--- config.mk ---
export PLATFORM = sky130hd
export DESIGN_NAME = tta_thermal_assist
export DESIGN_NICKNAME = d
export VERILOG_FILES = /design/src/hw/tta_pkg.sv /design/src/hw/tta_smp_if.sv /design/src/hw/tta_thermal_assist.sv /design/src/hw/tta_sampler.sv
export SDC_FILE = /design/constraint.sdc
export NUM_CORES = 1
export LEC_CHECK = 0
export BUFFER_PORTS_ARGS = -buffer_cell sky130_fd_sc_hd__buf_4
export CAP_MARGIN = 20
export CORE_MARGIN = 2
export CORE_UTILIZATION = 35
export CTS_CLUSTER_DIAMETER = 40
export DETAILED_ROUTE_END_ITERATION = 7
export HOLD_SLACK_MARGIN = 0.06
export REMOVE_ABC_BUFFERS = 1
export SLEW_MARGIN = 0
export SYNTH_ARGS = -nofsm -noshare
export SYNTH_HDL_FRONTEND = slang
export SYNTH_HIERARCHICAL = 1
export SYNTH_SLANG_ARGS = --single-unit
--- constraint.sdc ---
create_clock -name clk -period 4.96 [get_ports clk]
set_clock_uncertainty 0.1 [all_clocks]
set_input_delay 1.24 -clock clk [delete_from_list [all_inputs] [get_ports clk]]
set_output_delay 1.24 -clock clk [all_outputs]
set_load 0.1 [all_outputs]
--- src/hw/tta_pkg.sv ---
`default_nettype none
// shared constants of the thermal threshold assist
package tta_pkg;
    // special-register numbers of the three thermal registers
    localparam logic [9:0] SPR_THR_FIRST = 10'h3FC;
    localparam logic [9:0] SPR_THR_SECOND = 10'h3FD;
    localparam logic [9:0] SPR_UNIT_CTRL = 10'h3FE;
    // threshold register fields
    localparam int HIT_BIT = 0; // crossing_flag
    localparam int RDY_BIT = 1; // result_valid_flag
    localparam int THR_LSB = 2;
    localparam int THR_MSB = 8;
    localparam int THR_W = 7;
    localparam int DIR_BIT = 29;
    localparam int IE_BIT = 30;
    localparam int VALID_BIT = 31;
    // unit control register fields
    localparam int IVL_LSB = 18; // sample_interval_count
    localparam int IVL_MSB = 30;
    localparam int IVL_W = 13;
    localparam int EN_BIT = 31;
    // reset values
    localparam logic [31:0] THR_RST = 32'h0000_0000;
    localparam logic [31:0] CTRL_RST = 32'h0000_0000;
    // suggested interval: 20 us at a 100 ns clock
    localparam int SAMPLE_TIME_NS = 20000;
    localparam int CLK_PERIOD_NS = 100;
    localparam logic [12:0] IVL_SUGGESTED = 13'(SAMPLE_TIME_NS / CLK_PERIOD_NS);
    // sampler states, one-hot
    typedef enum logic [1:0] {
        SMP_IDLE = 2'b01,
        SMP_COUNT = 2'b10
    } tta_smp_state_t;
endpackage
`default_nettype wire

--- src/hw/tta_smp_if.sv ---
`default_nettype none
// link between the register logic and the sample-interval timer
interface tta_smp_if;
    logic run;                           // comparison allowed
    logic restart;                       // restart the running comparison
    logic [tta_pkg::IVL_W-1:0] interval; // cycles per comparison
    logic sample;                        // one-cycle pulse: latch comparator now
    logic busy;                          // timer is counting
    modport main (output run, output restart, output interval, input sample, input busy);
    modport smp (input run, input restart, input interval, output sample, output busy);
endinterface
`default_nettype wire

--- src/hw/tta_thermal_assist.sv ---
`default_nettype none
// Overview of operation
// - crossing flag set by comparison, read-only
// - result-valid flag marks crossing flag meaningful
// - seven-bit threshold code, one degree steps
// - direction bit selects above or below
// - interrupt needs enable bit and crossing condition
// - without enable, flag still updates, no interrupt
// - invalid register takes no part
// - compare only when unit enabled, register valid
// - alternate thresholds when both valid
// - write to active register restarts, clears valid
// - control write clears both valid flags
// - wait sample interval cycles before latching
// - registers reached at special numbers 1020-1022
// - software cannot write status flags
module tta_thermal_assist (
    input wire logic clk,
    input wire logic sys_rst,
    input wire logic spr_priv,
    input wire logic spr_wr_en,
    input wire logic spr_rd_en,
    input wire logic [9:0] spr_num,
    input wire logic [31:0] spr_wdata,
    output logic [31:0] spr_rdata,
    output logic spr_rd_valid,
    input wire logic cmp_temp_above,
    output logic [6:0] dac_code,
    input wire logic global_external_irq_mask,
    output logic thermal_irq_req,
    output logic thermal_exc_req
);
    tta_smp_if smp_if ();

    logic [6:0] thr_code_q [2]; // threshold codes
    logic [1:0] dir_q; // compare_direction per register
    logic [1:0] ie_q; // thermal_irq_enable per register
    logic [1:0] valid_q; // register-valid per register
    logic [1:0] hit_q; // crossing_flag per register
    logic [1:0] rdy_q; // result_valid_flag per register
    logic [12:0] ivl_q; // sample_interval_count
    logic en_q; // unit enable
    logic alt_q; // alternation pointer in dual mode
    logic cmp_meta_q; // first synchroniser stage
    logic cmp_sync_q; // synchronised comparator output
    logic irq_q; // registered interrupt request
    logic [6:0] dac_q; // code presented to the DAC
    logic [31:0] rdata_q; // read data
    logic rd_valid_q; // read answer strobe
    logic wr_ok; // privileged write
    logic rd_ok; // privileged read
    logic [1:0] wr_thr; // write hits threshold register
    logic wr_ctrl; // write hits control register
    logic [1:0] restart_thr; // write to a register in use
    logic active_sel; // register being compared
    logic cross_now; // comparator read through direction bit
    logic [1:0] irq_src; // per-register request

    // decode of the privileged move instructions
    assign wr_ok = spr_wr_en & spr_priv;
    assign rd_ok = spr_rd_en & spr_priv;
    assign wr_thr[0] = wr_ok && (spr_num == tta_pkg::SPR_THR_FIRST);
    assign wr_thr[1] = wr_ok && (spr_num == tta_pkg::SPR_THR_SECOND);
    assign wr_ctrl = wr_ok && (spr_num == tta_pkg::SPR_UNIT_CTRL);

    // run only with the unit enabled and some register valid
    assign smp_if.run = en_q & (valid_q[0] | valid_q[1]);
    assign smp_if.interval = ivl_q;
    assign smp_if.restart = wr_ctrl | (|restart_thr);
    // dual mode alternates, single mode sticks to the valid one
    assign active_sel = (valid_q[0] & valid_q[1]) ? alt_q : ~valid_q[0];
    // direction clear: set when hotter; set: set when cooler
    assign cross_now = dir_q[active_sel] ? ~cmp_sync_q : cmp_sync_q;

    // per-register configuration and status
    for (genvar i = 0; i < 2; i++) begin : g_thr
        // a write to a register in the running comparison restarts it
        assign restart_thr[i] = wr_thr[i] & smp_if.run & valid_q[i];
        assign irq_src[i] = valid_q[i] & ie_q[i] & rdy_q[i] & hit_q[i];

        // settings: only defined fields are stored, reserved bits dropped
        always_ff @(posedge clk) begin
            if (sys_rst) begin
                thr_code_q[i] <= tta_pkg::THR_RST[tta_pkg::THR_MSB:tta_pkg::THR_LSB];
                dir_q[i] <= tta_pkg::THR_RST[tta_pkg::DIR_BIT];
                ie_q[i] <= tta_pkg::THR_RST[tta_pkg::IE_BIT];
                valid_q[i] <= tta_pkg::THR_RST[tta_pkg::VALID_BIT];
            end else if (wr_thr[i]) begin
                thr_code_q[i] <= spr_wdata[tta_pkg::THR_MSB:tta_pkg::THR_LSB];
                dir_q[i] <= spr_wdata[tta_pkg::DIR_BIT];
                ie_q[i] <= spr_wdata[tta_pkg::IE_BIT];
                valid_q[i] <= spr_wdata[tta_pkg::VALID_BIT];
            end
        end

        // status flags: hardware only, write data never lands here
        always_ff @(posedge clk) begin
            if (sys_rst) begin
                hit_q[i] <= tta_pkg::THR_RST[tta_pkg::HIT_BIT];
                rdy_q[i] <= tta_pkg::THR_RST[tta_pkg::RDY_BIT];
            end else if (wr_ctrl || restart_thr[i]) begin
                rdy_q[i] <= 1'b0;
            end else if (smp_if.sample && (active_sel == 1'(i))) begin
                hit_q[i] <= cross_now;
                rdy_q[i] <= 1'b1;
            end
        end
    end

    // unit control: interval and enable
    always_ff @(posedge clk) begin
        if (sys_rst) begin
            ivl_q <= tta_pkg::CTRL_RST[tta_pkg::IVL_MSB:tta_pkg::IVL_LSB];
            en_q <= tta_pkg::CTRL_RST[tta_pkg::EN_BIT];
        end else if (wr_ctrl) begin
            ivl_q <= spr_wdata[tta_pkg::IVL_MSB:tta_pkg::IVL_LSB];
            en_q <= spr_wdata[tta_pkg::EN_BIT];
        end
    end

    // alternation pointer: moves after each dual-mode sample
    always_ff @(posedge clk) begin
        if (sys_rst || wr_ctrl) begin
            alt_q <= 1'b0;
        end else if (smp_if.sample && valid_q[0] && valid_q[1]) begin
            alt_q <= ~alt_q;
        end
    end

    // comparator pin synchroniser
    always_ff @(posedge clk) begin
        if (sys_rst) begin
            cmp_meta_q <= 1'b0;
            cmp_sync_q <= 1'b0;
        end else begin
            cmp_meta_q <= cmp_temp_above;
            cmp_sync_q <= cmp_meta_q;
        end
    end

    // DAC code follows the active register
    always_ff @(posedge clk) begin
        if (sys_rst) begin
            dac_q <= 7'h00;
        end else begin
            dac_q <= thr_code_q[active_sel];
        end
    end

    // interrupt request, masked later by the processor
    always_ff @(posedge clk) begin
        if (sys_rst) begin
            irq_q <= 1'b0;
        end else begin
            irq_q <= |irq_src;
        end
    end

    // register read: one-cycle latency, unmapped numbers read zero
    always_ff @(posedge clk) begin
        if (sys_rst) begin
            rdata_q <= 32'h0000_0000;
            rd_valid_q <= 1'b0;
        end else begin
            rd_valid_q <= rd_ok;
            if (rd_ok) begin
                case (spr_num)
                    tta_pkg::SPR_THR_FIRST: begin
                        rdata_q <= {valid_q[0], ie_q[0], dir_q[0], 20'h00000, thr_code_q[0], rdy_q[0], hit_q[0]};
                    end
                    tta_pkg::SPR_THR_SECOND: begin
                        rdata_q <= {valid_q[1], ie_q[1], dir_q[1], 20'h00000, thr_code_q[1], rdy_q[1], hit_q[1]};
                    end
                    tta_pkg::SPR_UNIT_CTRL: begin
                        rdata_q <= {en_q, ivl_q, 18'h00000};
                    end
                    default: begin
                        rdata_q <= 32'h0000_0000;
                    end
                endcase
            end
        end
    end

    assign spr_rdata = rdata_q;
    assign spr_rd_valid = rd_valid_q;
    assign dac_code = dac_q;
    assign thermal_irq_req = irq_q;
    assign thermal_exc_req = irq_q & global_external_irq_mask;

    tta_sampler u_sampler (
        .clk(clk),
        .sys_rst(sys_rst),
        .smp(smp_if.smp)
    );

    chk_ready_cause: assert property (@(posedge clk) disable iff (sys_rst)
        $rose(rdy_q[0]) |-> $past(smp_if.sample) && !$past(active_sel))
        else $error("first valid flag rose without a sample");
    chk_irq_cause: assert property (@(posedge clk) disable iff (sys_rst)
        thermal_irq_req |-> $past(|(valid_q & ie_q & hit_q & rdy_q)))
        else $error("interrupt without enabled crossing");
    chk_exc_mask: assert property (@(posedge clk) disable iff (sys_rst)
        thermal_exc_req |-> global_external_irq_mask && thermal_irq_req)
        else $error("exception request not masked");
    chk_ctrl_clears: assert property (@(posedge clk) disable iff (sys_rst)
        wr_ctrl |=> (rdy_q == 2'b00))
        else $error("control write left a valid flag");
    chk_thr_restart: assert property (@(posedge clk) disable iff (sys_rst)
        (restart_thr[1] && smp_if.interval > 13'h0001) |=> !rdy_q[1] && !smp_if.sample)
        else $error("write to active register did not restart");
    chk_idle_stop: assert property (@(posedge clk) disable iff (sys_rst)
        (!en_q || valid_q == 2'b00) |=> !$rose(rdy_q[0]) && !$rose(rdy_q[1]))
        else $error("result produced while unit stopped");
    chk_single_dac: assert property (@(posedge clk) disable iff (sys_rst)
        (valid_q == 2'b10) |=> dac_code == $past(thr_code_q[1]))
        else $error("single mode drove the wrong threshold");
    chk_alternate: assert property (@(posedge clk) disable iff (sys_rst)
        (smp_if.sample && valid_q == 2'b11 && !wr_ctrl) |=> alt_q != $past(alt_q))
        else $error("dual mode did not alternate");
    chk_reset_clear: assert property (@(posedge clk)
        sys_rst |=> (rdy_q == 2'b00) && (valid_q == 2'b00) && !en_q && !thermal_irq_req)
        else $error("reset left state set");
    cov_first_sample: cover property (@(posedge clk) disable iff (sys_rst) smp_if.sample && !active_sel);
    cov_second_sample: cover property (@(posedge clk) disable iff (sys_rst) smp_if.sample && active_sel);
    cov_irq_rise: cover property (@(posedge clk) disable iff (sys_rst) $rose(thermal_irq_req));
    cov_dual_alt: cover property (@(posedge clk) disable iff (sys_rst) smp_if.sample && valid_q == 2'b11);
endmodule
`default_nettype wire

--- src/hw/tta_sampler.sv ---
`default_nettype none
// counts the sample interval and fires one sample pulse per comparison
module tta_sampler (
    input wire logic clk,
    input wire logic sys_rst,
    tta_smp_if.smp smp
);
    tta_pkg::tta_smp_state_t state_q; // idle or counting
    logic [12:0] cnt_q; // cycles since the comparison started
    logic done; // interval has elapsed

    // interval of 0 or 1 samples every counting cycle
    assign done = (state_q == tta_pkg::SMP_COUNT) && (({1'b0, cnt_q} + 14'h0001) >= {1'b0, smp.interval});
    // a restart discards the comparison in flight
    assign smp.sample = done & smp.run & ~smp.restart;
    assign smp.busy = (state_q == tta_pkg::SMP_COUNT);

    // state: start counting once the unit may run
    always_ff @(posedge clk) begin
        if (sys_rst) begin
            state_q <= tta_pkg::SMP_IDLE;
        end else begin
            case (state_q)
                tta_pkg::SMP_IDLE: begin
                    if (smp.run && !smp.restart) begin
                        state_q <= tta_pkg::SMP_COUNT;
                    end
                end
                tta_pkg::SMP_COUNT: begin
                    // stop as soon as the unit is disabled or no register is valid
                    if (!smp.run) begin
                        state_q <= tta_pkg::SMP_IDLE;
                    end
                end
                default: begin
                    state_q <= tta_pkg::SMP_IDLE;
                end
            endcase
        end
    end

    // counter: cleared on restart, on each sample and while idle
    always_ff @(posedge clk) begin
        if (sys_rst || smp.restart || !smp.run || (state_q != tta_pkg::SMP_COUNT) || smp.sample) begin
            cnt_q <= 13'h0000;
        end else begin
            cnt_q <= cnt_q + 13'h0001;
        end
    end

    chk_sample_gap: assert property (@(posedge clk) disable iff (sys_rst)
        (smp.sample && smp.interval > 13'h0001 && !smp.restart) |=> !smp.sample)
        else $error("sample pulses closer than the interval");
    chk_sample_in_run: assert property (@(posedge clk) disable iff (sys_rst)
        smp.sample |-> (smp.run && smp.busy))
        else $error("sample fired while the unit was stopped");
endmodule
`default_nettype wire

==> metrics.csv <==
metric,value,unit
status,"complete, no violations",
Placed Area,4720,um^2
Starting Density,36.0,%
Routed WL,9.05,mm
grt total ovfl,0,
R2R Path End,hit_q[1]$_SDFFE_PP0P_,
clock slew at reported path FFs,60,ps
Rel. slew slack,32.4,%
Worst Path Arrival,3270,ps
core box area,11500,um^2
number of flops mapped to enable cells by yosys,14,
Detailed Place HPWL,6.18,mm
fin. max-slew vios,0,
"Period Utilization, post-route",64.0,%
worst slew pin tran,1010,ps
I/O Buffers,70,
"Seq/Total Area, Yosys",46.1,%
Hold Startpoint,cmp_meta_q$_SDFF_PP0_,
Rows,39,
hold crit path type,reg -> reg,
dominant synthesized flop cell,dfxtp_1,
DIE HEIGHT,113,um
Via Count,3070,
pin count of the biggest net entering global routing,68,
initial antenna violation count,0,
clk buf depth,2,
most frequent cells in the layout,"74 x dfxtp_1, 73 x buf_4, 48 x nor2_1",
"top cells by area, synth","dfxtp_1 36%, edfxtp_1 10%, mux2i_1 6.3%, ha_1 4.6%, nor2_1 4.4%",
RSZ-0062 raised after global routing,no,
DRC,0,
hold depth,1,
overall power,0.00150,W
final RePlAce weighted congestion,0.792,
Fmax,0.315,GHz
proportion of layout cells with a drive suffix above 1,26.7,%
clock sinks,88,
Vias/cell,4.96,
crit path launch type,primary input,
cts repair resizes,0,
dpl cells,603,
postcts setup bufs,0,
"commonest non-fill, non-tap cell in the layout",dfxtp_1,
DRT iter0 DRCs,212,
final setup violation count,0,
final instance area,5000,um^2
Final Util,43.6,%
Pre-antenna DRT Iters,4,
DR WL/cell,14.6,um
Post-CTS Hold Buffers,0,
syn_area_per_cell,10.1,um^2
# diodes,0,
CP endpoint kind,register,
Leakage,1.95,nW
R2R cell count,13,
Unique masters post-synth,51,
final-stage net count,535,
"Cell Area, Synth",4120,um^2
final setup TNS,0,ps
first-pass GRT wire length,15.0,mm
area added between synthesis and finish,21.2,%
antenna-violating nets left,0,
CP Class,in -> reg,
total die area,12700,um^2
R2R Path Start,u_sampler/cnt_q[0]$_SDFF_PP0_,
Num CTS Buffers,9,
top-area cell type share of the netlist area,35.9,%
YS warnings,6,
"Max FO, Critical Path",13,
#FFs+latches synth,88,
PD cells,300,nW/um^2
Worst VDD drop,0.151,mV
hold worst-path end,cmp_sync_q$_SDFF_PP0_,
maxcap violations,0,
num ports,91,
"FFs w/ async S/R, synth",0,%
Root Driver,clkbuf_16,
H-tree depth,3,
worst skew pair latency,330,ps
vias in the first global route,3041,
WP data required,5060,ps
Period minus WS final,3170,ps
Synth area leader,dfxtp_1,
"Cell Count, Final, Fillers Out",619,
Die W,113,um
Total GRT Usage,14.9,%
Post-Syn Instances,407,
r2r setup slk,1790,ps
Final Hold Viols,0,
TritonCTS clock tree,built,
-- layer usage --
metal	vias up	share of wire [%]	track usage [%]	wire length [um]
met3	14	4.3	3.62	387
met5	-	0	0	0
met1	1442	49	19.7	4390
li1	1539	-	-	-
met4	0	1.5	5.53	135
met2	75	46	23.6	4130
-- cells in the mapped netlist (2+ instances only) --
library cell / number
edfxtp_1: 14
clkbuf_1: 11
and2_1: 16
nand4_4: 2
a211o_1: 2
nor3b_2: 8
mux2_2: 9
a21oi_1: 20
and3_4: 2
ha_1: 15
nand3_1: 7
a21bo_2: 2
nor3_1: 3
buf_4: 10
nor2_1: 48
dfxtp_1: 74
inv_1: 15
o2bb2ai_1: 3
nand4_1: 10
xor2_1: 4
buf_6: 3
a22oi_1: 21
xnor2_1: 8
nand2b_1: 4
nor4_2: 2
nor3_2: 2
nor4_1: 4
nor3b_1: 3
or2_2: 3
buf_2: 4
nor4_4: 2
nor2b_1: 6
nand2_1: 26
nand3b_1: 2
mux2i_1: 26
-- report_power, final --
group | internal [W] | leakage [nW] | switching (W)
combinational | 0.0000337 | 1.08 | 0.0000901
clock | 0.000368 | 0.141 | 0.000272
sequential | 0.000734 | 0.731 | 0.00000409
-- stage by stage --
step	setup WS, ps	hold slack, ps
3_3_place_gp	1460	331
3_5_place_dp	1420	336
5_1_grt	1370	366
4_1_cts	1750	350
6_report	1790	341
2_1_floorplan	1650	314
-- kinds of logic after synthesis --
| kind of cell | count (synthesis) | synth area share, % |
|---|---|---|
| XOR/XNOR | 12 | 2.55 |
| flip-flops | 88 | 46.1 |
| other | 1 | 0.0909 |
| multiplexers | 35 | 8.77 |
| AND/OR/NAND/NOR | 156 | 22.7 |
| adder cells (fa/ha/maj) | 15 | 4.55 |
| buffers and inverters | 43 | 5.49 |
| AO/OA/AOI/OAI | 57 | 9.77 |
-- worst max-delay path: stages --
cell and delay [ps]:
buf_4 90, nand4_4 190, or2_2 370, nor4_1 380, or2_2 200, nand3b_1 140, a211o_1 530, nor3b_1 110
-- worst max path at each step --
stage,from,endpoint,slack (ps)
2_1_floorplan,global_external_irq_mask,thermal_exc_req,1650
3_3_place_gp,spr_num[5],u_sampler/cnt_q[10]$_SDFF_PP0_,1460
3_5_place_dp,spr_num[5],u_sampler/cnt_q[10]$_SDFF_PP0_,1420
4_1_cts,u_sampler/cnt_q[0]$_SDFF_PP0_,hit_q[1]$_SDFFE_PP0P_,1750
5_1_grt,u_sampler/cnt_q[0]$_SDFF_PP0_,hit_q[1]$_SDFFE_PP0P_,1370
6_report,spr_num[5],u_sampler/cnt_q[11]$_SDFF_PP0_,1790
-- sequential cells by signal (all words and copies together), names as in the netlist, 2 cells and up --
name and flops:
thr_code_q 14, ivl_q 13, hit_q 2, u_sampler/state_q 2, rdy_q 2, dir_q 2
u_sampler/cnt_q 13, ie_q 2, spr_rdata 23, dac_code 7, valid_q 2
-- layout make-up --
| type | count | area, um^2 |
|---|---|---|
| clock buffer | 11 | 254 |
| fill | 1090 | 6470 |
| timing repair buffer | 73 | 548 |
| clock inverter | 5 | 28.8 |
| sequential | 88 | 1900 |
| multi-input combinational | 284 | 2030 |
| tap | 143 | 179 |
| inverter | 15 | 56.3 |
Power figures use the tool's default switching activity.
